--- config.mk ---
export PLATFORM = sky130hd
export DESIGN_NAME = fpc_ctrl
export DESIGN_NICKNAME = d
export VERILOG_FILES = /design/src/fpc_flash_cycle.v /design/src/fpc_ctrl.v
export VERILOG_INCLUDE_DIRS = /design/src
export SDC_FILE = /design/constraint.sdc
export NUM_CORES = 1
export LEC_CHECK = 0
export ABC_AREA = 1
export BUFFER_PORTS_ARGS = -buffer_cell sky130_fd_sc_hd__buf_4
export CAP_MARGIN = 10
export CORE_ASPECT_RATIO = 1.75
export CORE_MARGIN = 2
export CORE_UTILIZATION = 55
export CTS_BUF_LIST = sky130_fd_sc_hd__clkbuf_8
export DETAILED_ROUTE_END_ITERATION = 6
export GPL_TIMING_DRIVEN = 0
export PLACE_DENSITY = 0.8
export SLEW_MARGIN = 20
export SYNTH_ARGS = -nofsm -noshare
export SYNTH_HDL_FRONTEND = slang
export SYNTH_SLANG_ARGS = --single-unit
--- constraint.sdc ---
create_clock -name aclk -period 3 [get_ports aclk]
set_input_delay 0.15 -clock aclk [delete_from_list [all_inputs] [get_ports aclk]]
set_output_delay 0.15 -clock aclk [all_outputs]
set_load 0.02 [all_outputs]
--- src/fpc_defs.vh ---
`ifndef FPC_DEFS_VH
`define FPC_DEFS_VH
// ***************************************************************
// register map of the controller (axi4-lite byte addresses)
// ***************************************************************
`define FPC_REG_CTRL 8'h00
`define FPC_REG_ADDR 8'h04
`define FPC_REG_WDATA 8'h08
`define FPC_REG_PWLO 8'h0c
`define FPC_REG_PWHI 8'h10
`define FPC_REG_STATUS 8'h14
`define FPC_REG_RDATA 8'h18
`define FPC_REG_PWRLO 8'h1c
`define FPC_REG_PWRHI 8'h20
// ctrl fields
`define FPC_CTRL_GO 0
`define FPC_CTRL_WIDE 1
`define FPC_CTRL_OP_LO 4
`define FPC_CTRL_OP_HI 7
`define FPC_CTRL_SET_LO 8
`define FPC_CTRL_SET_HI 15
// operation codes
`define FPC_OP_ENTER 4'h0
`define FPC_OP_EXIT 4'h1
`define FPC_OP_PROG_BIT 4'h2
`define FPC_OP_READ_ST 4'h3
`define FPC_OP_PW_READ 4'h4
`define FPC_OP_PW_UNLOCK 4'h5
`define FPC_OP_CLEAR_ALL 4'h6
`define FPC_OP_EXT_EXIT 4'h7
`define FPC_OP_EXT_PROG 4'h8
`define FPC_OP_RAW_READ 4'h9
`define FPC_OP_RAW_WRITE 4'ha
`define FPC_OP_PW_PROG 4'hb
// command bytes
`define FPC_D_UNLOCK1 8'haa
`define FPC_D_UNLOCK2 8'h55
`define FPC_D_PROG 8'ha0
`define FPC_D_EXIT1 8'h90
`define FPC_D_EXIT2 8'h00
`define FPC_D_PW1 8'h25
`define FPC_D_PW2 8'h03
`define FPC_D_PW_END 8'h29
`define FPC_D_CLR1 8'h80
`define FPC_D_CLR2 8'h30
// unlock addresses
`define FPC_A8_FIRST 24'h000aaa
`define FPC_A8_SECOND 24'h000555
`define FPC_A16_FIRST 24'h000555
`define FPC_A16_SECOND 24'h0002aa
// bus timing in clock cycles; password attempt gap in ns and in cycles
`define FPC_T_STROBE 8'h08
`define FPC_T_GAP 8'h04
`define FPC_PW_GAP_NS 6000
`define FPC_PW_GAP_CYC ((`FPC_PW_GAP_NS + 3) / 4)
`endif

--- src/fpc_flash_cycle.v ---
`timescale 1ns/1ps
`include "fpc_defs.vh"
// ***************************************************************
// one asynchronous flash bus cycle, read or write
// ***************************************************************
module fpc_flash_cycle (
	input wire aclk,
	input wire aresetn,
	input wire start,
	input wire is_read,
	input wire [23:0] addr,
	input wire [15:0] wdata,
	input wire [15:0] dq_in,
	output reg done_ff,
	output reg [15:0] rdata_ff,
	output reg [23:0] fl_addr_ff,
	output reg [15:0] dq_out_ff,
	output reg dq_oe_n_ff,
	output reg ce_n_ff,
	output reg oe_n_ff,
	output reg we_n_ff
);
	localparam ST_IDLE = 2'd0;
	localparam ST_STROBE = 2'd1;
	localparam ST_GAP = 2'd2;
	reg [1:0] state_ff;
	reg [7:0] cnt_ff;
	reg rd_ff;
	always @(posedge aclk) begin
		if (!aresetn) begin
			state_ff <= ST_IDLE;
			cnt_ff <= 8'h00;
			rd_ff <= 1'b0;
			done_ff <= 1'b0;
			rdata_ff <= 16'h0000;
			fl_addr_ff <= 24'h000000;
			dq_out_ff <= 16'h0000;
			dq_oe_n_ff <= 1'b1;
			ce_n_ff <= 1'b1;
			oe_n_ff <= 1'b1;
			we_n_ff <= 1'b1;
		end else begin
			done_ff <= 1'b0;
			case (state_ff)
			ST_IDLE: begin
				if (start) begin
					rd_ff <= is_read;
					fl_addr_ff <= addr;
					dq_out_ff <= wdata;
					dq_oe_n_ff <= is_read;
					ce_n_ff <= 1'b0;
					oe_n_ff <= ~is_read;
					we_n_ff <= is_read;
					cnt_ff <= `FPC_T_STROBE;
					state_ff <= ST_STROBE;
				end
			end
			ST_STROBE: begin
				if (cnt_ff == 8'h01) begin
					// data latched on the rising strobe edge
					if (rd_ff)
						rdata_ff <= dq_in;
					ce_n_ff <= 1'b1;
					oe_n_ff <= 1'b1;
					we_n_ff <= 1'b1;
					cnt_ff <= `FPC_T_GAP;
					state_ff <= ST_GAP;
				end else begin
					cnt_ff <= cnt_ff - 8'h01;
				end
			end
			ST_GAP: begin
				// keep data driven through the hold gap
				if (cnt_ff == 8'h01) begin
					dq_oe_n_ff <= 1'b1;
					done_ff <= 1'b1;
					state_ff <= ST_IDLE;
				end else begin
					cnt_ff <= cnt_ff - 8'h01;
				end
			end
			default: state_ff <= ST_IDLE;
			endcase
		end
	end
endmodule

--- src/fpc_ctrl.v ---
`timescale 1ns/1ps
`include "fpc_defs.vh"
// Notes on behaviour
// - enter a command set with AA, 55, set code at width-specific addresses.
// - exit a set with 90 then 00 at any address.
// - register, status and password reads are plain reads without command code.
// - status and password reads use bus read cycles, never writes.
// - each password program moves exactly one portion; a password read moves all four (x16) or eight (x8).
// - x8 password read is eight reads at 00..07, byte n at n.
// - x8 unlock: 25,03 at 00, eight bytes at 00..07, 29 at 00.
// - x16 unlock: 25,03 at 00, four words at 00..03, 29 at 00.
// - bit setting is A0 then 00 protect or 01 unprotect.
// - successive unlock attempts are spaced at least 6 us apart.
module fpc_ctrl (
	input wire aclk,
	input wire aresetn,
	input wire [7:0] s_axi_awaddr,
	input wire s_axi_awvalid,
	output reg s_axi_awready,
	input wire [31:0] s_axi_wdata,
	input wire [3:0] s_axi_wstrb,
	input wire s_axi_wvalid,
	output reg s_axi_wready,
	output reg [1:0] s_axi_bresp,
	output reg s_axi_bvalid,
	input wire s_axi_bready,
	input wire [7:0] s_axi_araddr,
	input wire s_axi_arvalid,
	output reg s_axi_arready,
	output reg [31:0] s_axi_rdata,
	output reg [1:0] s_axi_rresp,
	output reg s_axi_rvalid,
	input wire s_axi_rready,
	output wire [23:0] fl_addr,
	input wire [15:0] fl_dq_in,
	output wire [15:0] fl_dq_out,
	output wire fl_dq_oe_n,
	output wire fl_ce_n,
	output wire fl_oe_n,
	output wire fl_we_n
);
	// ***************************************************************
	// software registers
	// ***************************************************************
	reg [31:0] ctrl_ff;
	reg [23:0] addr_ff;
	reg [15:0] wdata_ff;
	reg [63:0] pw_ff;
	reg [63:0] pw_rd_ff;
	reg [15:0] rdata_ff;
	reg busy_ff;
	reg done_flag_ff;
	reg refused_ff;
	reg [31:0] pw_gap_ff;
	reg aw_held_ff;
	reg w_held_ff;
	reg [7:0] aw_addr_ff;
	reg [31:0] w_data_ff;
	reg [3:0] w_strb_ff;
	wire [3:0] op = ctrl_ff[`FPC_CTRL_OP_HI:`FPC_CTRL_OP_LO];
	wire wide = ctrl_ff[`FPC_CTRL_WIDE];
	wire [7:0] set_code = ctrl_ff[`FPC_CTRL_SET_HI:`FPC_CTRL_SET_LO];
	wire do_write = aw_held_ff && w_held_ff && !s_axi_bvalid;
	wire start_req;
	wire [31:0] wmask = {{8{w_strb_ff[3]}}, {8{w_strb_ff[2]}}, {8{w_strb_ff[1]}},
		{8{w_strb_ff[0]}}};
	wire pw_wait = (pw_gap_ff != 32'h00000000);
	wire finish;
	reg [4:0] step_ff;
	// ***************************************************************
	// axi4-lite slave: address and data taken in either order
	// ***************************************************************
	always @(posedge aclk) begin
		if (!aresetn) begin
			s_axi_awready <= 1'b0;
			s_axi_wready <= 1'b0;
			s_axi_bvalid <= 1'b0;
			s_axi_bresp <= 2'b00;
			aw_held_ff <= 1'b0;
			w_held_ff <= 1'b0;
			aw_addr_ff <= 8'h00;
			w_data_ff <= 32'h00000000;
			w_strb_ff <= 4'h0;
			ctrl_ff <= 32'h00000000;
			addr_ff <= 24'h000000;
			wdata_ff <= 16'h0000;
			pw_ff <= {64{1'b1}};
		end else begin
			s_axi_awready <= !aw_held_ff && !s_axi_awready && s_axi_awvalid;
			s_axi_wready <= !w_held_ff && !s_axi_wready && s_axi_wvalid;
			if (s_axi_awvalid && s_axi_awready) begin
				aw_held_ff <= 1'b1;
				aw_addr_ff <= s_axi_awaddr;
			end
			if (s_axi_wvalid && s_axi_wready) begin
				w_held_ff <= 1'b1;
				w_data_ff <= s_axi_wdata;
				w_strb_ff <= s_axi_wstrb;
			end
			if (start_req)
				ctrl_ff[`FPC_CTRL_GO] <= 1'b0;
			if (do_write) begin
				aw_held_ff <= 1'b0;
				w_held_ff <= 1'b0;
				s_axi_bvalid <= 1'b1;
				s_axi_bresp <= 2'b00;
				case (aw_addr_ff)
				`FPC_REG_CTRL: begin
					// writes while busy are refused with slverr
					if (busy_ff)
						s_axi_bresp <= 2'b10;
					else
						ctrl_ff <= (ctrl_ff & ~wmask) | (w_data_ff & wmask);
				end
				`FPC_REG_ADDR: addr_ff <= (addr_ff & ~wmask[23:0]) | (w_data_ff[23:0] & wmask[23:0]);
				`FPC_REG_WDATA: wdata_ff <= (wdata_ff & ~wmask[15:0]) | (w_data_ff[15:0] & wmask[15:0]);
				`FPC_REG_PWLO: pw_ff[31:0] <= (pw_ff[31:0] & ~wmask) | (w_data_ff & wmask);
				`FPC_REG_PWHI: pw_ff[63:32] <= (pw_ff[63:32] & ~wmask) | (w_data_ff & wmask);
				default: s_axi_bresp <= 2'b10;
				endcase
			end else if (s_axi_bvalid && s_axi_bready) begin
				s_axi_bvalid <= 1'b0;
			end
		end
	end
	always @(posedge aclk) begin
		if (!aresetn) begin
			s_axi_arready <= 1'b0;
			s_axi_rvalid <= 1'b0;
			s_axi_rdata <= 32'h00000000;
			s_axi_rresp <= 2'b00;
		end else begin
			s_axi_arready <= !s_axi_arready && !s_axi_rvalid && s_axi_arvalid;
			if (s_axi_arvalid && s_axi_arready) begin
				s_axi_rvalid <= 1'b1;
				s_axi_rresp <= 2'b00;
				case (s_axi_araddr)
				`FPC_REG_CTRL: s_axi_rdata <= ctrl_ff;
				`FPC_REG_ADDR: s_axi_rdata <= {8'h00, addr_ff};
				`FPC_REG_WDATA: s_axi_rdata <= {16'h0000, wdata_ff};
				`FPC_REG_PWLO: s_axi_rdata <= pw_ff[31:0];
				`FPC_REG_PWHI: s_axi_rdata <= pw_ff[63:32];
				`FPC_REG_STATUS: s_axi_rdata <= {29'h00000000, refused_ff, done_flag_ff, busy_ff};
				`FPC_REG_RDATA: s_axi_rdata <= {16'h0000, rdata_ff};
				`FPC_REG_PWRLO: s_axi_rdata <= pw_rd_ff[31:0];
				`FPC_REG_PWRHI: s_axi_rdata <= pw_rd_ff[63:32];
				default: begin
					s_axi_rdata <= 32'h00000000;
					s_axi_rresp <= 2'b10;
				end
				endcase
			end else if (s_axi_rvalid && s_axi_rready) begin
				s_axi_rvalid <= 1'b0;
			end
		end
	end
	// ***************************************************************
	// command sequencer
	// ***************************************************************
	reg cyc_start_ff;
	reg cyc_read_ff;
	reg [23:0] cyc_addr_ff;
	reg [15:0] cyc_data_ff;
	reg [4:0] last_step_ff;
	reg waiting_ff;
	wire cyc_done;
	wire [15:0] cyc_rdata;
	wire [23:0] a_first = wide ? `FPC_A16_FIRST : `FPC_A8_FIRST;
	wire [23:0] a_second = wide ? `FPC_A16_SECOND : `FPC_A8_SECOND;
	wire [3:0] pw_count = wide ? 4'h4 : 4'h8;
	assign start_req = ctrl_ff[`FPC_CTRL_GO] && !busy_ff;
	assign finish = waiting_ff && cyc_done && (step_ff == last_step_ff);
	reg nxt_read;
	reg [23:0] nxt_addr;
	reg [15:0] nxt_data;
	reg [4:0] nxt_last;
	reg [3:0] pidx;
	// cycle table: step_ff selects one bus cycle of the current op
	always @* begin
		nxt_read = 1'b0;
		nxt_addr = 24'h000000;
		nxt_data = 16'h0000;
		nxt_last = 5'd0;
		pidx = step_ff[3:0] - 4'h2;
		case (op)
		`FPC_OP_ENTER: begin
			nxt_last = 5'd2;
			case (step_ff)
			5'd0: begin nxt_addr = a_first; nxt_data = {8'h00, `FPC_D_UNLOCK1}; end
			5'd1: begin nxt_addr = a_second; nxt_data = {8'h00, `FPC_D_UNLOCK2}; end
			default: begin nxt_addr = a_first; nxt_data = {8'h00, set_code}; end
			endcase
		end
		`FPC_OP_EXIT: begin
			nxt_last = 5'd1;
			nxt_addr = addr_ff;
			nxt_data = (step_ff == 5'd0) ? {8'h00, `FPC_D_EXIT1} : {8'h00, `FPC_D_EXIT2};
		end
		`FPC_OP_EXT_EXIT: begin
			nxt_last = 5'd3;
			case (step_ff)
			5'd0: begin nxt_addr = a_first; nxt_data = {8'h00, `FPC_D_UNLOCK1}; end
			5'd1: begin nxt_addr = a_second; nxt_data = {8'h00, `FPC_D_UNLOCK2}; end
			5'd2: begin nxt_addr = a_first; nxt_data = {8'h00, `FPC_D_EXIT1}; end
			default: begin nxt_addr = addr_ff; nxt_data = {8'h00, `FPC_D_EXIT2}; end
			endcase
		end
		`FPC_OP_EXT_PROG: begin
			nxt_last = 5'd3;
			case (step_ff)
			5'd0: begin nxt_addr = a_first; nxt_data = {8'h00, `FPC_D_UNLOCK1}; end
			5'd1: begin nxt_addr = a_second; nxt_data = {8'h00, `FPC_D_UNLOCK2}; end
			5'd2: begin nxt_addr = a_first; nxt_data = {8'h00, `FPC_D_PROG}; end
			default: begin nxt_addr = addr_ff; nxt_data = wdata_ff; end
			endcase
		end
		`FPC_OP_PROG_BIT: begin
			nxt_last = 5'd1;
			nxt_addr = addr_ff;
			nxt_data = (step_ff == 5'd0) ? {8'h00, `FPC_D_PROG} : {15'h0000, wdata_ff[0]};
		end
		`FPC_OP_PW_PROG: begin
			nxt_last = 5'd1; // one portion per command
			nxt_addr = addr_ff;
			nxt_data = (step_ff == 5'd0) ? {8'h00, `FPC_D_PROG} : wdata_ff;
		end
		`FPC_OP_READ_ST, `FPC_OP_RAW_READ: begin
			nxt_read = 1'b1;
			nxt_addr = addr_ff;
		end
		`FPC_OP_RAW_WRITE: begin
			nxt_addr = addr_ff;
			nxt_data = wdata_ff;
		end
		`FPC_OP_CLEAR_ALL: begin
			nxt_last = 5'd1;
			nxt_addr = addr_ff;
			nxt_data = (step_ff == 5'd0) ? {8'h00, `FPC_D_CLR1} : {8'h00, `FPC_D_CLR2};
		end
		`FPC_OP_PW_READ: begin
			nxt_read = 1'b1;
			nxt_last = {1'b0, pw_count} - 5'd1;
			nxt_addr = {19'h00000, step_ff};
		end
		`FPC_OP_PW_UNLOCK: begin
			nxt_last = {1'b0, pw_count} + 5'd2;
			if (step_ff == 5'd0)
				nxt_data = {8'h00, `FPC_D_PW1};
			else if (step_ff == 5'd1)
				nxt_data = {8'h00, `FPC_D_PW2};
			else if (step_ff == nxt_last)
				nxt_data = {8'h00, `FPC_D_PW_END};
			else begin
				nxt_addr = {20'h00000, pidx};
				nxt_data = wide ? pw_ff[{pidx[1:0], 4'h0} +: 16] : {8'h00, pw_ff[{pidx[2:0], 3'h0} +: 8]};
			end
		end
		default: nxt_last = 5'd0;
		endcase
	end
	always @(posedge aclk) begin
		if (!aresetn) begin
			busy_ff <= 1'b0;
			done_flag_ff <= 1'b0;
			refused_ff <= 1'b0;
			step_ff <= 5'd0;
			last_step_ff <= 5'd0;
			waiting_ff <= 1'b0;
			cyc_start_ff <= 1'b0;
			cyc_read_ff <= 1'b0;
			cyc_addr_ff <= 24'h000000;
			cyc_data_ff <= 16'h0000;
			rdata_ff <= 16'h0000;
			pw_rd_ff <= 64'h0000000000000000;
			pw_gap_ff <= 32'h00000000;
		end else begin
			cyc_start_ff <= 1'b0;
			if (pw_wait)
				pw_gap_ff <= pw_gap_ff - 32'h00000001;
			if (start_req) begin
				done_flag_ff <= 1'b0;
				if (op == `FPC_OP_PW_UNLOCK && pw_wait) begin
					refused_ff <= 1'b1;
					done_flag_ff <= 1'b1;
				end else begin
					refused_ff <= 1'b0;
					busy_ff <= 1'b1;
					step_ff <= 5'd0;
				end
			end else if (busy_ff && !waiting_ff) begin
				cyc_start_ff <= 1'b1;
				cyc_read_ff <= nxt_read;
				cyc_addr_ff <= nxt_addr;
				cyc_data_ff <= nxt_data;
				last_step_ff <= nxt_last;
				waiting_ff <= 1'b1;
			end else if (waiting_ff && cyc_done && !cyc_start_ff) begin
				waiting_ff <= 1'b0;
				if (cyc_read_ff) begin
					rdata_ff <= cyc_rdata;
					if (op == `FPC_OP_PW_READ) begin
						if (wide)
							pw_rd_ff[{step_ff[1:0], 4'h0} +: 16] <= cyc_rdata;
						else
							pw_rd_ff[{step_ff[2:0], 3'h0} +: 8] <= cyc_rdata[7:0];
					end
				end
				if (finish) begin
					busy_ff <= 1'b0;
					done_flag_ff <= 1'b1;
					if (op == `FPC_OP_PW_UNLOCK)
						pw_gap_ff <= `FPC_PW_GAP_CYC;
				end else begin
					step_ff <= step_ff + 5'd1;
				end
			end
		end
	end
	fpc_flash_cycle u_cycle (
		.aclk(aclk),
		.aresetn(aresetn),
		.start(cyc_start_ff),
		.is_read(cyc_read_ff),
		.addr(cyc_addr_ff),
		.wdata(cyc_data_ff),
		.dq_in(fl_dq_in),
		.done_ff(cyc_done),
		.rdata_ff(cyc_rdata),
		.fl_addr_ff(fl_addr),
		.dq_out_ff(fl_dq_out),
		.dq_oe_n_ff(fl_dq_oe_n),
		.ce_n_ff(fl_ce_n),
		.oe_n_ff(fl_oe_n),
		.we_n_ff(fl_we_n)
	);
endmodule

======== Yosys cells after proc, flatten, opt, wreduce, memory -nomap -nowiden ========
Cells that the tools add are included.
word-level totals
  register bits after elaboration ......... 463
  bits of input ports ..................... 75
  logic and storage cells ................. 265
cells by class
  add/subtract/negate cells ............... 8
  eq/ne operators ......................... 37
  shift operators ......................... 6
  mux-type cells .......................... 79
  bitwise logic cells ..................... 21
  reduce and logical (&&, ||, !) cells .... 71
operators by type and width
  operator                   number
  $pmux W32 S9               1
  $mux W32                   6
  $pmux W16 S9               1
  $and A32 B32 Y32           4
  $bwmux W64                 2
  $pmux W24 S5               1
  $or A32 B32 Y32            3
  $mux W16                   5
  $mux W64                   1
  $shift A16 B8 Y64 const A  1
  $shift A8 B8 Y64 const A   1
  $shiftx A16 B8 Y64         1
  $shiftx A64 B7 Y16         1
  $shiftx A64 B7 Y8          1
  $shiftx A8 B8 Y64          1
  $and A24 B24 Y24           2
  $mux W8                    6
  $pmux W16 S3               1
  $pmux W24 S2               1
  $pmux W8 S3                2
  $eq A8 B5 Y1 const B       5
  $and A16 B16 Y16           2
  $eq A8 B4 Y1 const B       4
  $not A32 Y32               1
  other kinds (55)           168

======== Depth between registers and ports, before layout ========
  depth in word-level cells ............... 7
  gate-level depth with buffers ........... 17
  mapped depth without buffers ............ 14

======== Modules after synthesis ========
From an unflattened synthesis, not the netlist that was laid out.
unflattened totals
  cell total of the unflattened synthesis .. 3168
  area total of the unflattened synthesis .. 21981.1 µm²
by module, submodules not included
  module           instances  cells each  area each (µm²)
  fpc_ctrl         1          2779        19032.0
  fpc_flash_cycle  1          389         2949.1

======== Least setup slack after synthesis ========
No wires, ideal clock.
  path kind ............................... flip-flop to flip-flop
  from .................................... register step_ff[1]
  to ...................................... register pw_rd_ff[55]
  arrival time ............................ 2.851 ns
  required time ........................... 2.881 ns
  path slack .............................. 0.030 ns
  cell stages (with the launch flop) ...... 15
  path buffers ............................ 5
  cells stage by stage .................... dfxtp_1 > clkbuf_2 > clkinv_1 > buf_2 > buf_1 > ha_1 > ha_1 > clkbuf_1 > nor2_1 > nand3_1 > a21oi_2 > inv_1 > buf_2 > o21ai_0 > a21oi_1
on the way
  cells in the longest elaborated chain, start to end .. 4
RTL lines
  element                                     line                            text
  start: declaration                          fpc_ctrl.v:69                   reg [4:0] step_ff;
  start signal: assignment                    fpc_ctrl.v:314                  step_ff <= step_ff + 5'd1;
  $neg A6 Y8 (on tied branches)               fpc_ctrl.v:303, fpc_ctrl.v:305
  $shiftx A16 B8 Y64 (tied with other cells)  fpc_ctrl.v:303                  pw_rd_ff[{step_ff[1:0], 4'h0} +: 16] <= cyc_rdata;
  $bwmux W64 (on tied branches)               fpc_ctrl.v:303, fpc_ctrl.v:305
  $mux W64 *                                  fpc_ctrl.v:302                  if (wide)
  end signal: indexed assignment              fpc_ctrl.v:303
  end signal: indexed assignment              fpc_ctrl.v:305                  pw_rd_ff[{step_ff[2:0], 3'h0} +: 8] <= cyc_rdata[7:0];
  end: declaration                            fpc_ctrl.v:49                   reg [63:0] pw_rd_ff;
Mark *: on every way between the ends. The rest lies on a longest branch, timed or not.
A chain may end at the register's enable or synchronous reset.

======== Worst setup path after layout ========
  from .................................... register step_ff[1]
  to ...................................... register pw_rd_ff[26]
Same word-level chain as after synthesis.

==> run_results.csv <==
group,metric,value,unit
critical_path,r2r_setup_slack,3,ps
floorplan,coreArea,39040,um^2
floorplan,fp.dieH,266.4,um
global_routing,grt_pass1_vias,23700,
logic_synthesis,synth_area_leaders,"dfxtp_1 43%, nand2_1 9.6%, o21ai_0 7.7%",
power,power_frac_comb,17.8,%
power,vdd_drop_max,0.4156,mV
timing,maxSlewHeadroom,23.43,%
timing,slew_violations,0,
logic_synthesis,netlist_area,21640,um^2
detailed_routing,routed_wl,97110,um
global_routing,grt_pass1_wl,141500,um
floorplan,io_pins,160,
placement,portBuffers,157,
global_routing,grtUsageMet1,44.77,%
logic_synthesis,async_flop_share,0,%
power,seq_power_share,44.2,%
power,powerDensity,570.3,nW/um^2
detailed_routing,drc,0,
logic_synthesis,avgSynthCellArea,6.927,um^2
logic_synthesis,yosysWarnings,0,
hold_path,hp-class,"in -> reg",
timing,min_period,2997,ps
global_routing,gr-total-overflow,0,
placement,finalWeightedCongestion,1.142,
cts,htree_levels,3,
power,p_int,10220,uW
logic_synthesis,synth_edf_count,0,
critical_path,crit_required,3580,ps
cells_and_area,nNetsFinal,3522,
cts,cts_tree,"done",
hold_path,holdPathStages,3,
job,maxCapViolations,0,
cells_and_area,multi_input_area,10700,um^2
cells_and_area,area_growth,19.52,%
logic_synthesis,yosysSeqAreaShare,42.55,%
timing,hold_viol_final,0,
hold_path,min-delay-start,"aresetn",
detailed_routing,drtPass1Iterations,7,
floorplan,dieArea,41010,um^2
power,clockPowerShare,38.0,%
global_routing,grtUsageMet3,10.91,%
critical_path,endpoint_kind,"flop",
timing,skew,48.59,ps
timing,max_clock_freq,0.3336,GHz
cts,clkSinkCount,460,
logic_synthesis,ys_types,50,
logic_synthesis,synthFlopType,"dfxtp_1",
floorplan,rows,96,
critical_path,reg2reg_from,"step_ff[1]$_SDFFE_PN0P_",
timing,worstMarginPinSlew,1149,ps
cells_and_area,post-route-cell-area,25870,um^2
global_routing,antenna_found_initial,3,
cts,clk_latency,650,ps
critical_path,cp.arrival,3580,ps
critical_path,r2r-end,"pw_rd_ff[26]$_SDFFE_PN0P_",
cells_and_area,drive_above_1_share,11.04,%
logic_synthesis,yosysTopAreaCell,"dfxtp_1",
timing,setup-tns-final,0,ps
logic_synthesis,ys_seq_elements,460,
cts,numCtsBuffers,69,
power,p_sw,4533,uW
cts,cts-root-buf,"clkbuf_8",
floorplan,die_w,153.9,um
cells_and_area,register_area,9214,um^2
critical_path,r2r_cells,10,
detailed_routing,wl_per_cell,24.46,um
detailed_routing,via_count,24380,
power,p_leak,0.01065,uW
placement,hpwl,73530,um
detailed_routing,drtIter0Drc,2603,
timing,holdWs,99.05,ps
hold_path,hold_end,"cyc_start_ff$_SDFF_PP0_",
global_routing,grt-busiest-layer,"met2",
floorplan,initial_utilization,55.44,%
detailed_routing,vias_per_cell,6.141,
critical_path,critPathKind,"reg -> reg",
timing,setup_violations,0,
critical_path,crit_fanout,14,
power,power.total,14750,uW
logic_synthesis,syn_inst,3124,
cells_and_area,fill_cells,3450,
placement,dpl_cell_area,23440,um^2
global_routing,grt_usage,46.40,%
cts,clockBufferDepth,3,
global_routing,grt_max_degree,22,
global_routing,use_met2,78.74,%
logic_synthesis,synth_top_area_share,42.55,%
timing,period_share,99.91,%
critical_path,startpoint_type,"flop",
cts,clk_pin_slew,70,ps
run_status,outcome,"finished clean",
detailed_routing,ant_nets,0,
power,swShare,30.73,%
==> cells in the final DEF, fill, tap and decap left out, drive strengths merged, types with 67 or more instances in the layout <==
cell and n:
a21oi 324, buf 212, clkbuf 215, dfxtp 460
dlygate4sd3 67, inv 324, nand2 563, nand3 248
nor2 396, o211ai 71, o21ai 338, o22ai 68
==> per-stage QoR <==
step           instances  utilization [%]  setup WS, ps
6_report            3970            66.26         2.577
5_1_grt             3969            66.25        -9.553
2_1_floorplan       3125                -         29.89
3_5_place_dp        3772            60.04         -1308
3_3_place_gp        3772            60.04         -1397
4_1_cts             3960            65.98        0.6666
==> layout make-up <==
cell class | count | share of cell area (%)
Timing Repair Buffer | 236 | 7.498
Inverter | 314 | 4.581
Sequential cell | 460 | 35.62
Antenna cell | 3 | 0.02902
Buffer | 167 | 2.757
Clock buffer | 91 | 4.842
Clock inverter | 29 | 0.9239
Multi-Input combinational cell | 2180 | 41.38
Tap cell | 490 | 2.370
==> synth_stat cells (all sizes together) (5+ instances only) <==
cell and count:
o21a 6, nand2 563, o21ai 338, ha 19, buf 44, a21oi 324, o211ai 71, dfxtp 460
nor2 396, nand4 20, o32ai 8, o22ai 68, nor3 32, xor2 15, nor4 6, clkinv 5
nand3 248, inv 309, a32oi 5, clkbuf 127, xnor2 5, a211oi 27
==> worst max-delay path, cell delays in order (launching register included) <==
cell	delay (ps)
dfxtp_4	410
buf_2	210
clkinv_4	110
buf_6	180
ha_1	240
ha_1	360
nor2_1	700
nand3_1	240
o22ai_1	260
nor2_1	100
nor2_1	130
==> what timing repair did <==
action,CTS,global route
gates resized for setup,39,15
endpoints found under the hold margin,67,0
buffers inserted,5,7
setup endpoints to repair,105,90
hold buffers,67,0
pin swaps,6,4
==> kinds of logic (layout without fill, tap and decap cells) <==
family                   Yosys count  count (layout)  synth area share, %
AND/OR/NAND/NOR                 1273            1273                24.61
AO/OA/AOI/OAI                    866             866                22.21
buffers and inverters            485             837                8.701
flip-flops                       460             460                42.55
XOR/XNOR                          20              20               0.8094
adder cells (fa/ha/maj)           19              19                1.099
other                              1               5              0.01733
==> metal layers <==
layer,share of wire (%),up-vias
met3,8.9,571
met5,0,-
met4,13,0
met2,47,1555
met1,31,11190
li1,-,11070
==> power groups by stage <==
stage,registers [uW],clock network [uW],logic [uW]
global placement,6640,0,2440
finish,6520,5610,2620
CTS,6510,5580,2560
detailed placement,6650,0,2470
global route,6540,5830,2960
floorplan,6590,0,1840
==> worst max path at each step <==
stage	from	end	slack (ps)	cells past startpoint
finish	step_ff[1]$_SDFFE_PN0P_	pw_rd_ff[26]$_SDFFE_PN0P_	3	10
global placement	step_ff[1]$_SDFFE_PN0P_	cyc_data_ff[4]$_SDFFE_PN0P_	-1400	16
detailed placement	step_ff[1]$_SDFFE_PN0P_	cyc_data_ff[4]$_SDFFE_PN0P_	-1310	16
global route	step_ff[1]$_SDFFE_PN0P_	pw_rd_ff[40]$_SDFFE_PN0P_	-10	10
floorplan	step_ff[1]$_SDFFE_PN0P_	pw_rd_ff[55]$_SDFFE_PN0P_	30	14
CTS	step_ff[0]$_SDFFE_PN0P_	cyc_addr_ff[9]$_SDFFE_PN0P_	0.7	14
Power figures use the tool's default switching activity.
